==> src/rtl/dacc_consts.svh <==
// Timing and layout constants for the dual converter conversion control.
// Assumes a 100 MHz system clock; included by bare name.
`ifndef DACC_CONSTS_SVH
`define DACC_CONSTS_SVH
`define DACC_CLK_PERIOD_NS      10
`define DACC_CONV_TIME_NS       800
`define DACC_CONV_CYCLES        (`DACC_CONV_TIME_NS / `DACC_CLK_PERIOD_NS)
`define DACC_ACQ_TIME_NS        250
`define DACC_ACQ_CYCLES         ((`DACC_ACQ_TIME_NS + `DACC_CLK_PERIOD_NS - 1) / `DACC_CLK_PERIOD_NS)
`define DACC_EOC_CYCLES         2
`define DACC_RESULT_BITS        16
`define DACC_FRAME_BITS         32
`define DACC_FIFO_WIDTH         32
`define DACC_FIFO_DEPTH         32
`define DACC_UPPER_LO           12
`define DACC_UPPER_HI           15
`define DACC_CNT_W              8
`define DACC_BIT_CNT_W          6
`define DACC_SYNC_STAGES        3
`endif

==> src/rtl/dacc_pkg.sv <==
// Types shared by the conversion control block.
// No assumptions beyond the constants header.
package dacc_pkg;
    typedef enum logic [2:0] {
        DACC_IDLE    = 3'b000,
        DACC_ACQ     = 3'b001,
        DACC_CONV_A  = 3'b010,
        DACC_CONV_B  = 3'b011,
        DACC_LATCH   = 3'b100
    } dacc_state_t;
endpackage

==> src/rtl/dacc_control.sv <==
// Conversion control and output port of a dual simultaneous-sampling converter.
// Assumes host pins are asynchronous; results come in from the analog core.
`timescale 1ns/1ns
`include "dacc_consts.svh"
module dacc_control (
    // Clock and reset
    input  wire logic        clock,
    input  wire logic        reset_n,
    // Host pins
    input  wire logic        convert_start_n,
    input  wire logic        chip_select_n,
    input  wire logic        read_n,
    input  wire logic        device_reset,
    input  wire logic        power_down_request,
    input  wire logic        impulse_mode,
    input  wire logic        serial_parallel_select,
    input  wire logic        shift_clock_source_select,
    input  wire logic        ext_shift_clock,
    // Analog core results
    input  wire logic [15:0] result_a,
    input  wire logic [15:0] result_b,
    // Status outputs
    output logic             busy,
    output logic             end_of_convert_n,
    output logic             hold,
    output logic             low_power,
    output logic             read_error_flag,
    // Data pins, enable low while driving
    output logic [15:0]      data_out,
    output logic [15:0]      data_oe_n,
    output logic             serial_result_out
);
    logic [2:0] s_cnv, s_cs, s_rd, s_rst, s_pd, s_sck;
    dacc_pkg::dacc_state_t state;
    logic [`DACC_CNT_W-1:0]     timer;
    logic [`DACC_CNT_W-1:0]     eoc_timer;
    logic [`DACC_FRAME_BITS-1:0] shifter;
    logic [`DACC_BIT_CNT_W-1:0]  bit_cnt;
    logic        reading;
    logic        latch_pending;
    logic        cnv_fall, cnv_low, cs_low, rd_low, rst_hi, pd_hi, sck_rise;
    logic        out_en, slave_mode, frame_done;
    logic        fifo_in_ready, fifo_out_valid, fifo_pop;
    logic [`DACC_FIFO_WIDTH-1:0] fifo_out;

    // Stable when the later two stages agree
    function automatic logic agreed(input logic [2:0] s, input logic prev);
        agreed = (s[2] == s[1]) ? s[1] : prev;
    endfunction

    // Three-stage pin synchronisers
    always_ff @(posedge clock or negedge reset_n) begin
        if (!reset_n) begin
            s_cnv <= 3'h7;
            s_cs  <= 3'h7;
            s_rd  <= 3'h7;
            s_rst <= 3'h0;
            s_pd  <= 3'h0;
            s_sck <= 3'h0;
        end else begin
            s_cnv <= {s_cnv[1:0], convert_start_n};
            s_cs  <= {s_cs[1:0], chip_select_n};
            s_rd  <= {s_rd[1:0], read_n};
            s_rst <= {s_rst[1:0], device_reset};
            s_pd  <= {s_pd[1:0], power_down_request};
            s_sck <= {s_sck[1:0], ext_shift_clock};
        end
    end

    // Filtered levels held once agreed
    logic cnv_q, cs_q, rd_q, rst_q, pd_q, sck_q;
    always_ff @(posedge clock or negedge reset_n) begin
        if (!reset_n) begin
            cnv_q <= 1'b1;
            cs_q  <= 1'b1;
            rd_q  <= 1'b1;
            rst_q <= 1'b0;
            pd_q  <= 1'b0;
            sck_q <= 1'b0;
        end else begin
            cnv_q <= agreed(s_cnv, cnv_q);
            cs_q  <= agreed(s_cs, cs_q);
            rd_q  <= agreed(s_rd, rd_q);
            rst_q <= agreed(s_rst, rst_q);
            pd_q  <= agreed(s_pd, pd_q);
            sck_q <= agreed(s_sck, sck_q);
        end
    end

    assign cnv_low   = !agreed(s_cnv, cnv_q);
    assign cnv_fall  = cnv_q && cnv_low;
    assign cs_low    = !cs_q;
    assign rd_low    = !rd_q;
    assign rst_hi    = rst_q;
    assign pd_hi     = pd_q;
    // External clock only counts while selected
    assign sck_rise  = !sck_q && agreed(s_sck, sck_q) && cs_low;
    assign slave_mode = serial_parallel_select && shift_clock_source_select;
    assign out_en    = cs_low && rd_low;
    assign frame_done = (bit_cnt == `DACC_BIT_CNT_W'(`DACC_FRAME_BITS - 1)) && sck_rise;

    // Conversion sequencer; power-down only blocks new starts
    always_ff @(posedge clock or negedge reset_n) begin
        if (!reset_n) begin
            state <= dacc_pkg::DACC_IDLE;
            timer <= '0;
        end else if (rst_hi) begin
            state <= dacc_pkg::DACC_IDLE;
            timer <= '0;
        end else begin
            case (state)
                dacc_pkg::DACC_IDLE: begin
                    if (!pd_hi && cnv_fall && !impulse_mode) begin
                        state <= dacc_pkg::DACC_CONV_A;
                        timer <= '0;
                    end else if (!pd_hi && impulse_mode && cnv_fall) begin
                        state <= dacc_pkg::DACC_CONV_A;
                        timer <= '0;
                    end
                end
                dacc_pkg::DACC_ACQ: begin
                    timer <= timer + `DACC_CNT_W'(1);
                    if (timer >= `DACC_CNT_W'(`DACC_ACQ_CYCLES - 1)) begin
                        if (impulse_mode && cnv_low && !pd_hi) begin
                            state <= dacc_pkg::DACC_CONV_A;
                            timer <= '0;
                        end else begin
                            state <= dacc_pkg::DACC_IDLE;
                        end
                    end
                end
                dacc_pkg::DACC_CONV_A, dacc_pkg::DACC_CONV_B: begin
                    timer <= timer + `DACC_CNT_W'(1);
                    if (timer == `DACC_CNT_W'(`DACC_CONV_CYCLES / 2 - 1)) begin
                        timer <= '0;
                        state <= (state == dacc_pkg::DACC_CONV_A) ? dacc_pkg::DACC_CONV_B
                                                                  : dacc_pkg::DACC_LATCH;
                    end
                end
                dacc_pkg::DACC_LATCH: begin
                    state <= dacc_pkg::DACC_ACQ;
                    timer <= '0;
                end
                default: state <= dacc_pkg::DACC_IDLE;
            endcase
        end
    end

    // Busy spans both channels until the word reaches the shifter
    always_ff @(posedge clock or negedge reset_n) begin
        if (!reset_n) begin
            busy <= 1'b0;
            hold <= 1'b0;
            low_power <= 1'b0;
        end else begin
            busy <= !rst_hi && (state == dacc_pkg::DACC_CONV_A || state == dacc_pkg::DACC_CONV_B
                                || state == dacc_pkg::DACC_LATCH || latch_pending);
            hold <= !rst_hi && (state == dacc_pkg::DACC_CONV_A || state == dacc_pkg::DACC_CONV_B);
            low_power <= pd_hi && (state == dacc_pkg::DACC_IDLE);
        end
    end

    // One low pulse at the end of each channel
    always_ff @(posedge clock or negedge reset_n) begin
        if (!reset_n) begin
            eoc_timer <= '0;
        end else if (rst_hi) begin
            eoc_timer <= '0;
        end else if ((state == dacc_pkg::DACC_CONV_A || state == dacc_pkg::DACC_CONV_B)
                     && timer == `DACC_CNT_W'(`DACC_CONV_CYCLES / 2 - 1)) begin
            eoc_timer <= `DACC_CNT_W'(`DACC_EOC_CYCLES);
        end else if (eoc_timer != '0) begin
            eoc_timer <= eoc_timer - `DACC_CNT_W'(1);
        end
    end
    assign end_of_convert_n = (eoc_timer == '0);

    // Results queued as one 32-bit word, channel A high
    dacc_fifo #(.WIDTH(`DACC_FIFO_WIDTH), .DEPTH(`DACC_FIFO_DEPTH)) u_fifo (
        .clock     (clock),
        .reset_n   (reset_n),
        .in_valid  (state == dacc_pkg::DACC_LATCH),
        .in_ready  (fifo_in_ready),
        .in_data   ({result_a, result_b}),
        .out_valid (fifo_out_valid),
        .out_ready (fifo_pop),
        .out_data  (fifo_out)
    );
    // Newest word always taken; a partial read is lost to it
    assign fifo_pop = fifo_out_valid || !reading;

    // Word in flight from latch to shifter; busy covers it so its fall means data ready
    always_ff @(posedge clock or negedge reset_n) begin
        if (!reset_n) begin
            latch_pending <= 1'b0;
        end else if (rst_hi) begin
            latch_pending <= 1'b0;
        end else if (state == dacc_pkg::DACC_LATCH) begin
            latch_pending <= 1'b1;
        end else if (fifo_out_valid && fifo_pop) begin
            latch_pending <= 1'b0;
        end
    end

    // Shift register and read tracking
    always_ff @(posedge clock or negedge reset_n) begin
        if (!reset_n) begin
            shifter <= '0;
            bit_cnt <= '0;
            reading <= 1'b0;
            read_error_flag <= 1'b0;
        end else begin
            read_error_flag <= 1'b0;
            if (rst_hi) begin
                reading <= 1'b0;
                bit_cnt <= '0;
            end else if (fifo_out_valid && fifo_pop) begin
                if (slave_mode && reading) begin
                    read_error_flag <= 1'b1;
                end
                shifter <= fifo_out;
                reading <= 1'b0;
                bit_cnt <= '0;
            end else if (serial_parallel_select && out_en && sck_rise) begin
                shifter <= {shifter[`DACC_FRAME_BITS-2:0], 1'b0};
                bit_cnt <= frame_done ? '0 : bit_cnt + `DACC_BIT_CNT_W'(1);
                reading <= !frame_done;
            end
        end
    end

    // Output pins, data from registers
    always_ff @(posedge clock or negedge reset_n) begin
        if (!reset_n) begin
            data_out <= '0;
            data_oe_n <= 16'hFFFF;
            serial_result_out <= 1'b0;
        end else begin
            data_out <= serial_parallel_select ? 16'h0000 : shifter[`DACC_FRAME_BITS-1 -: `DACC_RESULT_BITS];
            serial_result_out <= shifter[`DACC_FRAME_BITS-1];
            data_oe_n <= out_en ? 16'h0000 : 16'hFFFF;
            if (serial_parallel_select) begin
                data_oe_n[`DACC_UPPER_HI:`DACC_UPPER_LO] <= 4'hF;
            end
        end
    end

    // Reset aborts within two cycles of the filtered level
    busy_abort_a: assert property (@(posedge clock) disable iff (!reset_n)
        rst_hi |=> ##1 !busy) else $error("busy not cleared by reset");
    upper_float_a: assert property (@(posedge clock) disable iff (!reset_n)
        serial_parallel_select |=> data_oe_n[`DACC_UPPER_HI:`DACC_UPPER_LO] == 4'hF)
        else $error("upper bits driven");
    bus_enable_a: assert property (@(posedge clock) disable iff (!reset_n)
        !out_en |=> data_oe_n[11:0] == 12'hFFF) else $error("bus driven unselected");
    error_mode_a: assert property (@(posedge clock) disable iff (!reset_n)
        read_error_flag |-> $past(slave_mode)) else $error("error flag outside slave");
    error_pulse_a: assert property (@(posedge clock) disable iff (!reset_n)
        read_error_flag |=> !read_error_flag) else $error("error flag not a pulse");
    start_busy_a: assert property (@(posedge clock) disable iff (!reset_n)
        (state == dacc_pkg::DACC_IDLE && cnv_fall && !pd_hi && !rst_hi) |=> ##1 busy)
        else $error("busy not raised on start");
    pd_block_a: assert property (@(posedge clock) disable iff (!reset_n)
        (state == dacc_pkg::DACC_IDLE && pd_hi) |=> state != dacc_pkg::DACC_CONV_A)
        else $error("start while powered down");
    eoc_pair_a: assert property (@(posedge clock) disable iff (!reset_n)
        $fell(end_of_convert_n) |-> busy || $past(busy)) else $error("eoc outside conversion");
    latch_busy_a: assert property (@(posedge clock) disable iff (!reset_n)
        (state == dacc_pkg::DACC_LATCH) |=> busy) else $error("busy dropped at latch");
    busy_ready_a: assert property (@(posedge clock) disable iff (!reset_n)
        ($fell(busy) && !$past(rst_hi)) |-> !latch_pending && !fifo_out_valid) else $error("busy fell before load");
    queue_room_a: assert property (@(posedge clock) disable iff (!reset_n)
        (state == dacc_pkg::DACC_LATCH) |-> fifo_in_ready) else $error("result queue full at latch");
    cover_conv_c: cover property (@(posedge clock) disable iff (!reset_n) $fell(busy));
    cover_err_c: cover property (@(posedge clock) disable iff (!reset_n) read_error_flag);
    cover_imp_c: cover property (@(posedge clock) disable iff (!reset_n)
        state == dacc_pkg::DACC_ACQ ##1 state == dacc_pkg::DACC_CONV_A);
endmodule

==> src/rtl/dacc_fifo.sv <==
// Result FIFO with parameterised width and depth; read data is registered.
// Assumes one clock and an asynchronous active-low reset.
`timescale 1ns/1ns
`include "dacc_consts.svh"
module dacc_fifo #(
    parameter int WIDTH = `DACC_FIFO_WIDTH,
    parameter int DEPTH = `DACC_FIFO_DEPTH
) (
    // Clock and reset
    input  wire logic             clock,
    input  wire logic             reset_n,
    // Fill side
    input  wire logic             in_valid,
    output logic                  in_ready,
    input  wire logic [WIDTH-1:0] in_data,
    // Drain side
    output logic                  out_valid,
    input  wire logic             out_ready,
    output logic [WIDTH-1:0]      out_data
);
    localparam int AW = $clog2(DEPTH);
    logic [WIDTH-1:0] mem [DEPTH];
    logic [AW-1:0]    wr_ptr;
    logic [AW-1:0]    rd_ptr;
    logic [AW:0]      count;
    logic             push;
    logic             pop;

    // Output register counts as one slot outside the array
    assign in_ready = (count != AW'(0) + (AW+1)'(DEPTH));
    assign push     = in_valid && in_ready;
    assign pop      = (!out_valid || out_ready) && (count != '0);

    // Array write
    always_ff @(posedge clock) begin
        if (push) begin
            mem[wr_ptr] <= in_data;
        end
    end

    // Pointers and fill level
    always_ff @(posedge clock or negedge reset_n) begin
        if (!reset_n) begin
            wr_ptr <= '0;
            rd_ptr <= '0;
            count  <= '0;
        end else begin
            if (push) begin
                wr_ptr <= wr_ptr + AW'(1);
            end
            if (pop) begin
                rd_ptr <= rd_ptr + AW'(1);
            end
            count <= count + (AW+1)'(push) - (AW+1)'(pop);
        end
    end

    // Registered read port
    always_ff @(posedge clock or negedge reset_n) begin
        if (!reset_n) begin
            out_valid <= 1'b0;
            out_data  <= '0;
        end else if (pop) begin
            out_valid <= 1'b1;
            out_data  <= mem[rd_ptr];
        end else if (out_ready) begin
            out_valid <= 1'b0;
        end
    end
endmodule

==> config.mk <==
export PLATFORM = sky130hd
export DESIGN_NAME = dacc_control
export DESIGN_NICKNAME = d
export VERILOG_FILES = /design/src/rtl/dacc_pkg.sv /design/src/rtl/dacc_control.sv /design/src/rtl/dacc_fifo.sv
export VERILOG_INCLUDE_DIRS = /design/src /design/src/rtl
export SDC_FILE = /design/constraint.sdc
export NUM_CORES = 1
export LEC_CHECK = 0
export BUFFER_PORTS_ARGS = -buffer_cell sky130_fd_sc_hd__buf_2
export CAP_MARGIN = 20
export CORE_MARGIN = 5
export CORE_UTILIZATION = 49
export CTS_CLUSTER_SIZE = 20
export DETAILED_ROUTE_END_ITERATION = 16
export GPL_TIMING_DRIVEN = 1
export PLACE_DENSITY_LB_ADDON = 0.3
export SLEW_MARGIN = 20
export SYNTH_ARGS = -nofsm -noshare
export SYNTH_HDL_FRONTEND = slang
export SYNTH_HIERARCHICAL = 1
export SYNTH_SLANG_ARGS = --single-unit
==> constraint.sdc <==
create_clock -name clock -period 8.9 [get_ports clock]
set_input_delay 1.78 -clock clock [delete_from_list [all_inputs] [get_ports clock]]
set_output_delay 1.78 -clock clock [all_outputs]
set_load 0.03 [all_outputs]
==> results.txt, run 1 <==
Post-synthesis register bit count: 1,179
Hold worst-path end: s_cnv[1]
# DRC: 0
Worst setup margin: 4930 ps
Num CTS Buffers: 114
Worst-path maximum fanout: 5
Peak VDD IR: 0.1964 mV
Crit. End Element: output port
Setup Fix Bufs, Post-CTS: 0
Avg WL per Cell: 28.98 µm
Layout cells sized above 1: 24.80%
Post-Route WL: 111,000 µm
PD cells: 298.0 nW/µm²
Maxcap violations: 0
Worst hold-check path type: flop to flop
First-pass GRT wire length: 161,900 µm
Worst slew pin tran: 1106 ps
Clock latency at the later pin of the worst-skew pair: 710 ps
Syn_area_per_cell: 19.33 µm²
Synth top area cells: edfxtp_1 (67%), mux4_2 (7.9%), dfrtp_1 (7.7%), mux2i_1 (4.3%), mux2_2 (2.3%)
Yosys top cell by area: edfxtp_1
CP startpoint kind: flop
CTS tree: done
GPL Wtd Cong: 0.7668
Final min period: 3970 ps
Kind of critical path: flop to output port
Placed inst area: 47,710 µm²
Hpwl dp: 58,360 µm
Worst R2R Setup Slack: 5140 ps
Number of synthesized flops with an enable pin: 1,024
P&R area growth vs syn: 12.81%
Via count: 23.46k
Main flop type after synthesis: edfxtp_1
Hold Path Cell Cnt: 0
CP max stage delay: 390 ps
R2R Path Start: u_fifo/rd_ptr[0]
Hold Vio Cnt, Final: 0
I/O pin count: 81
Unrepaired setup endpoints after global routing: no
Yosys cell types: 70
Required @ worst endpoint: 7120 ps
Post-place setup slack: 4893 ps
I/O Buffers: 80
Max frequency: 0.2519 GHz
Syn_nets: 2,430
GR Util All Layers: 22.22%
Setup TNS Final: 0 ps
Gates resized, CTS repair: 0
Antenna violations before repair: 6
Design area: 51,610 µm²
Largest net degree at the start of global routing: 103
Clock Root Buffer: clkbuf_16
Hold Crit Start: s_cnv[0]
FP Rows: 112
Worst r2r dst: u_fifo/out_data[11]
Ys Warns: 6
Register area share after synthesis: 75.72%
Post-Syn Area: 45,750 µm²
Rel. slew slack: 26.08%
DR vias/cell: 6.125
Final Cycle Share: 44.61%
CP arrival: 2190 ps
Asr flop ratio synth: 13.15%
DRT iter0 DRCs: 2,569
Status: completed
Clk_skew: 40.20 ps
Top cell type's share of synthesized area: 67.21%
Die footprint: 99,590 µm²
Clk pin slew, worst setup/hold paths: 60 ps
Die span in y: 315.6 µm
P_leak: 0.01739 µW
Fill cells: 6,964
Critical-path cell list: inv_1 -> ha_1 -> nor2b_1 -> nand3_1 -> inv_1 -> buf_2
CTS Buffer Depth: 3
Worst-case reg-to-reg path depth: 6
Remaining global-route overflow: 0
Initial Utilization: 49.17%
Slew Viols, Final: 0
# nets final: 2,540
# setup viols final: 0
Clock Sinks: 1,179
Post-route ant nets: 0
Post-CTS Hold Buffers: 0
Die width: 315.6 µm
Worst path slowest cell: dfrtp_1
CTS HTree Levels: 3
Cell repeated most along the worst path: inv_1
DRT Pass-1 Iters: 5
Number of antenna diodes: 0
Post-Syn Instances: 2,367
Core Area: 93,050 µm²
Vias in the first global route: 23.98k
[layout by cell type (no fill, tap or decap), drive strengths merged, types with 7 or more instances in the layout]
cell,Yosys,final
o22ai,97,97
mux2,95,95
a221oi,32,32
dfrtp,141,141
dfstp,14,14
ha,19,19
nand3,10,10
inv,31,37
nand2,55,55
clkbuf,67,145
nor2b,23,23
o21ai,14,14
bufinv,0,14
mux2i,195,195
mux4,160,160
nor2,88,88
a21oi,41,41
a211oi,66,66
nand3b,8,8
clkinv,0,40
xnor2,12,12
edfxtp,1024,1024
buf,73,134
clkinvlp,0,11
nand2b,7,7
[cell type report]
type | instances | area [µm²] | share of cell area (%)
sequential | 1179 | 34660 | 67.14
multi-input combinational | 1017 | 10530 | 20.41
clock buffer | 145 | 3080 | 5.968
tap | 1254 | 1569 | 3.040
timing repair buffer | 134 | 840.8 | 1.629
clock inverter | 71 | 819.5 | 1.588
inverter | 31 | 116.4 | 0.2254
[cell usage after synthesis (all sizes together) (4+ instances only)]
cell type / n
a211oi: 66
a21o: 5
a21oi: 41
a221oi: 32
a311oi: 4
and2: 4
buf: 73
clkbuf: 67
dfrtp: 141
dfstp: 14
edfxtp: 1024
ha: 19
inv: 31
maj3: 6
mux2: 95
mux2i: 195
mux4: 160
nand2: 55
nand2b: 7
nand3: 10
nand3b: 8
nor2: 88
nor2b: 23
nor3: 6
nor3b: 6
o21ai: 14
o22ai: 97
or2: 4
or3: 5
xnor2: 12
xor2: 5
[routing by layer]
layer	track usage, %	share of wire [%]
met5	0	0
met4	5.895	2.4
met3	3.022	7.3
met2	37.89	50
met1	30.67	40
[per-stage QoR]
step | hold slack (ps) | cells | utilization (%) | power (µW)
floorplan | 331.2 | 2367 | - | 9432
global placement | 335.1 | 3615 | 51.27 | 10440
detailed placement | 337.8 | 3615 | 51.27 | 10540
CTS | 357.6 | 3831 | 55.47 | 15460
global route | 359.5 | 3831 | 55.47 | 15970
finish | 356.1 | 3831 | 55.47 | 15380
[registers in the layout, indices dropped and copies added (netlist names), 5 cells and up]
signal and cells:
bit_cnt 6, data_out 16, eoc_timer 8, shifter 32
timer 8, u_fifo/count 6, u_fifo/mem 1024, u_fifo/out_data 32
u_fifo/rd_ptr 5, u_fifo/wr_ptr 5
[where the power goes]
part,total [µW],internal [µW],leakage [µW],switching (µW)
clock,4940,2870,0.00188,2070
sequential,6610,6280,0.0111,338
combinational,3830,1710,0.00442,2120
[logic make-up (layout without fill, tap and decap cells)]
kind of cell             after synthesis  in the layout  synth area share, %
AO/OA/AOI/OAI                        288            288                4.345
XOR/XNOR                              17             17               0.3254
adder cells (fa/ha/maj)               26             26               0.6946
buffers and inverters                171            381                1.895
flip-flops                          1179           1179                75.72
multiplexers                         450            450                14.48
AND/OR/NAND/NOR                      236            236                2.538
[critical path, delay by kind of cell, from the launching register on]
kind | cells | cell delay, ps
simple gates | 2 | 560
flops | 1 | 390
buf+inv | 3 | 410
fa+ha+maj | 1 | 170
[worst max-delay path by stage]
stage | slack [ps] | end | cells past startpoint | from
after global routing | 4750 | end_of_convert_n | 6 | eoc_timer[1]
after floorplan | 5630 | u_fifo/count[4] | 16 | u_fifo/out_valid
final | 4930 | end_of_convert_n | 6 | eoc_timer[0]
after global placement | 5010 | shifter[1] | 5 | serial_parallel_select
after CTS | 4890 | end_of_convert_n | 6 | eoc_timer[1]
after detailed placement | 4890 | shifter[24] | 5 | serial_parallel_select
Note: power is estimated with default switching activity, not from simulation.
==> run 2: changes to the inputs <==
clock period = 3.4 ns   (was 8.9 ns; I/O delays follow)
==> run 2 against run 1 <==
Combinational power rose to 2.7 times the previous value. Flip-flop and latch count is the same. Clock power grew 150%. Hold slack got worse by 260 ps. Largest cell class unchanged. Routed wire length decreased by 0.25%. First-iteration DRC count is 13% lower. Clock-buffer cell count is 19 higher. Sequential share of layout area shrank 0.71 points. Clock skew shrank 17 ps.
==> results.txt, run 2 (synthesis results as in run 1) <==
Sequential Power Share: 43.1%
Crit. End Element: flop
Remaining global-route overflow: 0
Maxcap violations: 0
Avg WL per Cell: 28.55 µm
CTS tree: done
Die span in y: 315.6 µm
Most frequent cells in the layout: edfxtp_1 (1,024), mux2i_1 (195), mux4_2 (160)
Kind of critical path: flop to flop
FP Rows: 112
DRT iter0 DRCs: 2,246
Required @ worst endpoint: 4000 ps
Post-route ant nets: 0
# DRC: 0
Setup TNS Final: 0 ps
Via count: 23.50k
Setup Fix Bufs, Post-CTS: 0
Internal: 28,200 µW
Layout cells sized above 1: 25.70%
Clk pin slew, worst setup/hold paths: 60 ps
Clk_skew: 22.89 ps
Final min period: 3006 ps
Worst-path maximum fanout: 10
Worst r2r dst: u_fifo/count[4]
# setup viols final: 0
I/O pin count: 81
CP startpoint kind: flop
P&R area growth vs syn: 14.01%
Clock latency at the later pin of the worst-skew pair: 690 ps
CTS Buffer Depth: 3
First-pass GRT wire length: 162,400 µm
Most common cell after layout, fill and taps aside: edfxtp_1
Hold Path Cell Cnt: 1
Psw: 11,830 µW
Num CTS Buffers: 116
Unrepaired setup endpoints after global routing: no
Hpwl dp: 63,000 µm
Worst slew pin tran: 1107 ps
Post-CTS Hold Buffers: 1
CP arrival: 3600 ps
Worst R2R Setup Slack: 390 ps
Rel. slew slack: 26.17%
# nets final: 2,588
CTS HTree Levels: 3
Post-Route WL: 110,800 µm
Fin util: 56.06%
Largest net degree at the start of global routing: 64
Clock network power share: 30.7%
Initial Utilization: 49.17%
Gates resized, CTS repair: 0
Clock Sinks: 1,179
Biggest regs: u_fifo/mem: 1024 flops, shifter: 32 flops, u_fifo/out_data: 32 flops
DRT Pass-1 Iters: 5
Design area: 52,170 µm²
Core Area: 93,050 µm²
Number of antenna diodes: 0
Max frequency: 0.3326 GHz
P_leak: 0.01766 µW
Slew Viols, Final: 0
Gate power share: 26.2%
Total power: 40,030 µW
R2R Path Start: state[1]
Clock Root Buffer: clkbuf_16
Antenna violations before repair: 9
GPL Wtd Cong: 0.8083
Largest register FFs: 1,024
Placed inst area: 48,460 µm²
Hold worst-path end: s_cs[0]
Final Cycle Share: 88.42%
Die width: 315.6 µm
I/O Buffers: 80
Sw frac: 29.56%
Vias in the first global route: 24.13k
DR vias/cell: 6.056
Worst hold-check path type: input port to flop
Peak VDD IR: 0.4870 mV
Die footprint: 99,590 µm²
Hold Crit Start: chip_select_n
GR Util All Layers: 22.21%
Status: completed
PD cells: 767.4 nW/µm²
Largest Register: u_fifo/mem
Hold Vio Cnt, Final: 0
Worst-case reg-to-reg path depth: 14
[run 2: critical path, cell delays in order, from the launching register on]
cell and delay [ps]:
dfrtp_1 480, nor2_1 260, nand2_1 140, inv_1 120, and2_1 340, inv_1 90
ha_1 300, inv_1 60, ha_1 160, inv_1 70, fa_1 430, inv_1 70
a21oi_1 60, o21bai_1 170, xor2_1 180
[run 2: final cells by class]
| type | count | area [µm²] |
|---|---|---|
| Clock buffer | 164 | 3281 |
| Sequential cell | 1179 | 34660 |
| Multi-Input combinational cell | 1017 | 10530 |
| Tap cell | 1254 | 1569 |
| Fill cell | 6946 | 40880 |
| Clock inverter | 55 | 412.9 |
| Inverter | 31 | 116.4 |
| Timing Repair Buffer | 180 | 1598 |
[run 2: power groups by stage]
stage / logic, µW / registers (µW) / clock network [µW]
2_1_floorplan: 7560 / 17100 / 0
3_3_place_gp: 10200 / 17500 / 0
3_5_place_dp: 10400 / 17500 / 0
4_1_cts: 10500 / 17200 / 12500
5_1_grt: 11200 / 17300 / 13100
6_report: 10500 / 17200 / 12300
[run 2: worst max path at each step]
stage	cells past startpoint	startpoint	slack [ps]	endpoint
6_report	14	state[1]	390	u_fifo/count[4]
5_1_grt	14	state[1]	230	u_fifo/count[4]
4_1_cts	6	eoc_timer[0]	440	end_of_convert_n
3_5_place_dp	14	state[1]	460	u_fifo/count[4]
3_3_place_gp	14	state[1]	570	u_fifo/count[4]
2_1_floorplan	16	u_fifo/out_valid	130	u_fifo/count[4]
[run 2: per-stage QoR]
step                cells  worst slack [ps]  hold WS, ps
finish               3880             393.6        92.96
global route         3880             231.9        61.32
CTS                  3880             440.6        43.75
detailed placement   3660             461.0        334.7
global placement     3660             569.9        337.0
floorplan            2367             128.5        331.2
[run 2: metal layers]
| metal | routed length [µm] | vias up | track usage (%) |
|---|---|---|---|
| met2 | 55790 | 969 | 37.44 |
| met3 | 8854 | 184 | 4.745 |
| met4 | 2533 | 2 | 5.976 |
| li1 | - | 9897 | - |
| met5 | 11 | - | 0 |
| met1 | 43580 | 12450 | 29.80 |
==> run 3: changes to the inputs <==
REMOVE_ABC_BUFFERS = 1   (was unset)
==> run 3 against run 2 <==
Final cell count up 0.13%. Routed wire length down 0.33%. Critical endpoint unchanged. Via count up 0.39%. Critical path depth unchanged. Flip-flop and latch count unchanged. Largest power group unchanged. Utilization up 0.13 points. Hold slack worse by 64 ps.
==> results.txt, run 3 (synthesis results as in run 1) <==
Crit. End Element: flop
Max frequency: 0.3423 GHz
Internal: 28,590 µW
# setup viols final: 0
Most common cell after layout, fill and taps aside: edfxtp_1
Worst-path maximum fanout: 10
Slew Viols, Final: 0
Worst path slowest cell: dfrtp_1
Clk pin slew, worst setup/hold paths: 60 ps
Crit path buf inv count: 5
Setup Fix Bufs, Post-CTS: 0
Hpwl dp: 64,840 µm
Core Area: 93,050 µm²
Total power: 40,670 µW
Status: completed
Psw: 12,080 µW
PD cells: 777.9 nW/µm²
Critical-path cell list: nor2_1 -> nand2_1 -> inv_1 -> and2_1 -> inv_1 -> ha_1 -> inv_1 -> ha_1 -> inv_1 -> fa_1 -> inv_1 -> a21oi_1 -> o21bai_1 -> xor2_1
Clock Root Buffer: clkbuf_16
Number of antenna diodes: 0
DR vias/cell: 6.072
Clock latency at the later pin of the worst-skew pair: 720 ps
Peak VDD IR: 0.4825 mV
DRT Pass-1 Iters: 5
Crit path from: state[1]
P_leak: 0.01773 µW
Worst r2r dst: u_fifo/count[4]
Largest net degree at the start of global routing: 80
Maxcap violations: 0
Critical Path Stages: 14
I/O Buffers: 80
Worst R2R Setup Slack: 480 ps
# nets final: 2,591
Worst slew pin tran: 968.9 ps
Clock network power share: 31.2%
Clk_skew: 56.07 ps
CP delay by family, top: adder cells
Layout cells sized above 1: 25.96%
I/O pin count: 81
Fin util: 56.19%
Setup TNS Final: 0 ps
Post-route ant nets: 0
DRT iter0 DRCs: 2,697
Hold Slack: 28.95 ps
Worst hold-check path type: input port to async pin
# DRC: 0
CP arrival: 3510 ps
Worst-case reg-to-reg path depth: 14
Die footprint: 99,590 µm²
Biggest regs: u_fifo/mem: 1024 flops, shifter: 32 flops, u_fifo/out_data: 32 flops
Crit path to: u_fifo/count[4]
R2R Path Start: state[1]
Most frequent cells in the layout: edfxtp_1 (1,024), mux2i_1 (195), mux4_2 (160)
P&R area growth vs syn: 14.28%
Via count: 23.59k
First-pass GRT wire length: 162,300 µm
Gates resized, CTS repair: 0
Num CTS Buffers: 115
Largest register FFs: 1,024
Vias in the first global route: 24.03k
Initial Utilization: 49.17%
Unrepaired setup endpoints after global routing: no
CP max stage delay: 480 ps
Sequential Power Share: 42.2%
Die span in y: 315.6 µm
Post-CTS Hold Buffers: 0
Antenna violations before repair: 3
Die width: 315.6 µm
Sw frac: 29.71%
Hold Vio Cnt, Final: 0
Rel. slew slack: 35.41%
CTS Buffer Depth: 3
Clock Sinks: 1,179
FP Rows: 112
Largest Register: u_fifo/mem
Avg WL per Cell: 28.42 µm
GR Util All Layers: 22.27%
Final min period: 2921 ps
Remaining global-route overflow: 0
CP startpoint kind: flop
Gate power share: 26.6%
Cell repeated most along the worst path: inv_1
CTS HTree Levels: 3
GPL Wtd Cong: 0.8252
CTS tree: done
Required @ worst endpoint: 3990 ps
Post-Route WL: 110,400 µm
Final Cycle Share: 85.92%
Kind of critical path: flop to flop
-- run 3: changes by cell type in the layout (fill, tap and decap cells not counted), sizes merged --
cell	change
dlygate4sd3	-1
inv	+2
clkinv	-11
clkinvlp	-2
bufinv	+4
buf	+5
clkbuf	+8
-- run 3: power by group through the flow --
stage	combinational, µW	clock [µW]	sequential, µW
6_report	10800	12700	17200
5_1_grt	11500	13600	17200
4_1_cts	10900	12900	17100
3_5_place_dp	10800	0	17400
3_3_place_gp	10600	0	17400
2_1_floorplan	5450	0	17700
-- run 3: worst min path at each step --
stage / end / start / slack (ps) / cells after the start
after floorplan: s_pd[1] / s_pd[0] / 330 / 0
after global placement: s_sck[1] / s_sck[0] / 340 / 0
after detailed placement: s_pd[1] / s_pd[0] / 340 / 0
after CTS: eoc_timer[4] / reset_n / 10 / 1
after global routing: s_cs[0] / chip_select_n / 30 / 1
final: eoc_timer[4] / reset_n / 30 / 1
-- run 3: metrics by stage --
step,worst slack [ps],cells,cell area [µm²]
after floorplan,-10290,2227,45000
after global placement,557.0,3665,48450
after global routing,213.1,3885,52290
after detailed placement,546.0,3665,48450
final,478.6,3885,52290
after CTS,449.6,3885,52290
-- run 3: cell type report --
class                      count  area (µm²)
inverter                      31       116.4
sequential                  1179       34660
multi-input combinational   1017       10530
fill                        6951       40760
clock buffer                 172        3293
timing repair buffer         184        1575
clock inverter                48       545.5
tap                         1254        1569
-- run 3: routing by layer --
layer / vias up / GRT usage [%] / routed length (µm)
li1: 9896 / - / -
met5: - / 0 / 0
met3: 179 / 4.752 / 9456
met2: 1074 / 36.28 / 53530
met1: 12440 / 31.10 / 44780
met4: 0 / 5.936 / 2623
-- run 3: worst register-to-register path: stages, from the launching register on --
cell and delay, ps:
dfrtp_1 480, nor2_1 230, nand2_1 140, inv_1 110, and2_1 280, inv_1 80, ha_1 310, inv_1 60
ha_1 170, inv_1 70, fa_1 430, inv_1 80, a21oi_1 60, o21bai_1 160, xor2_1 170
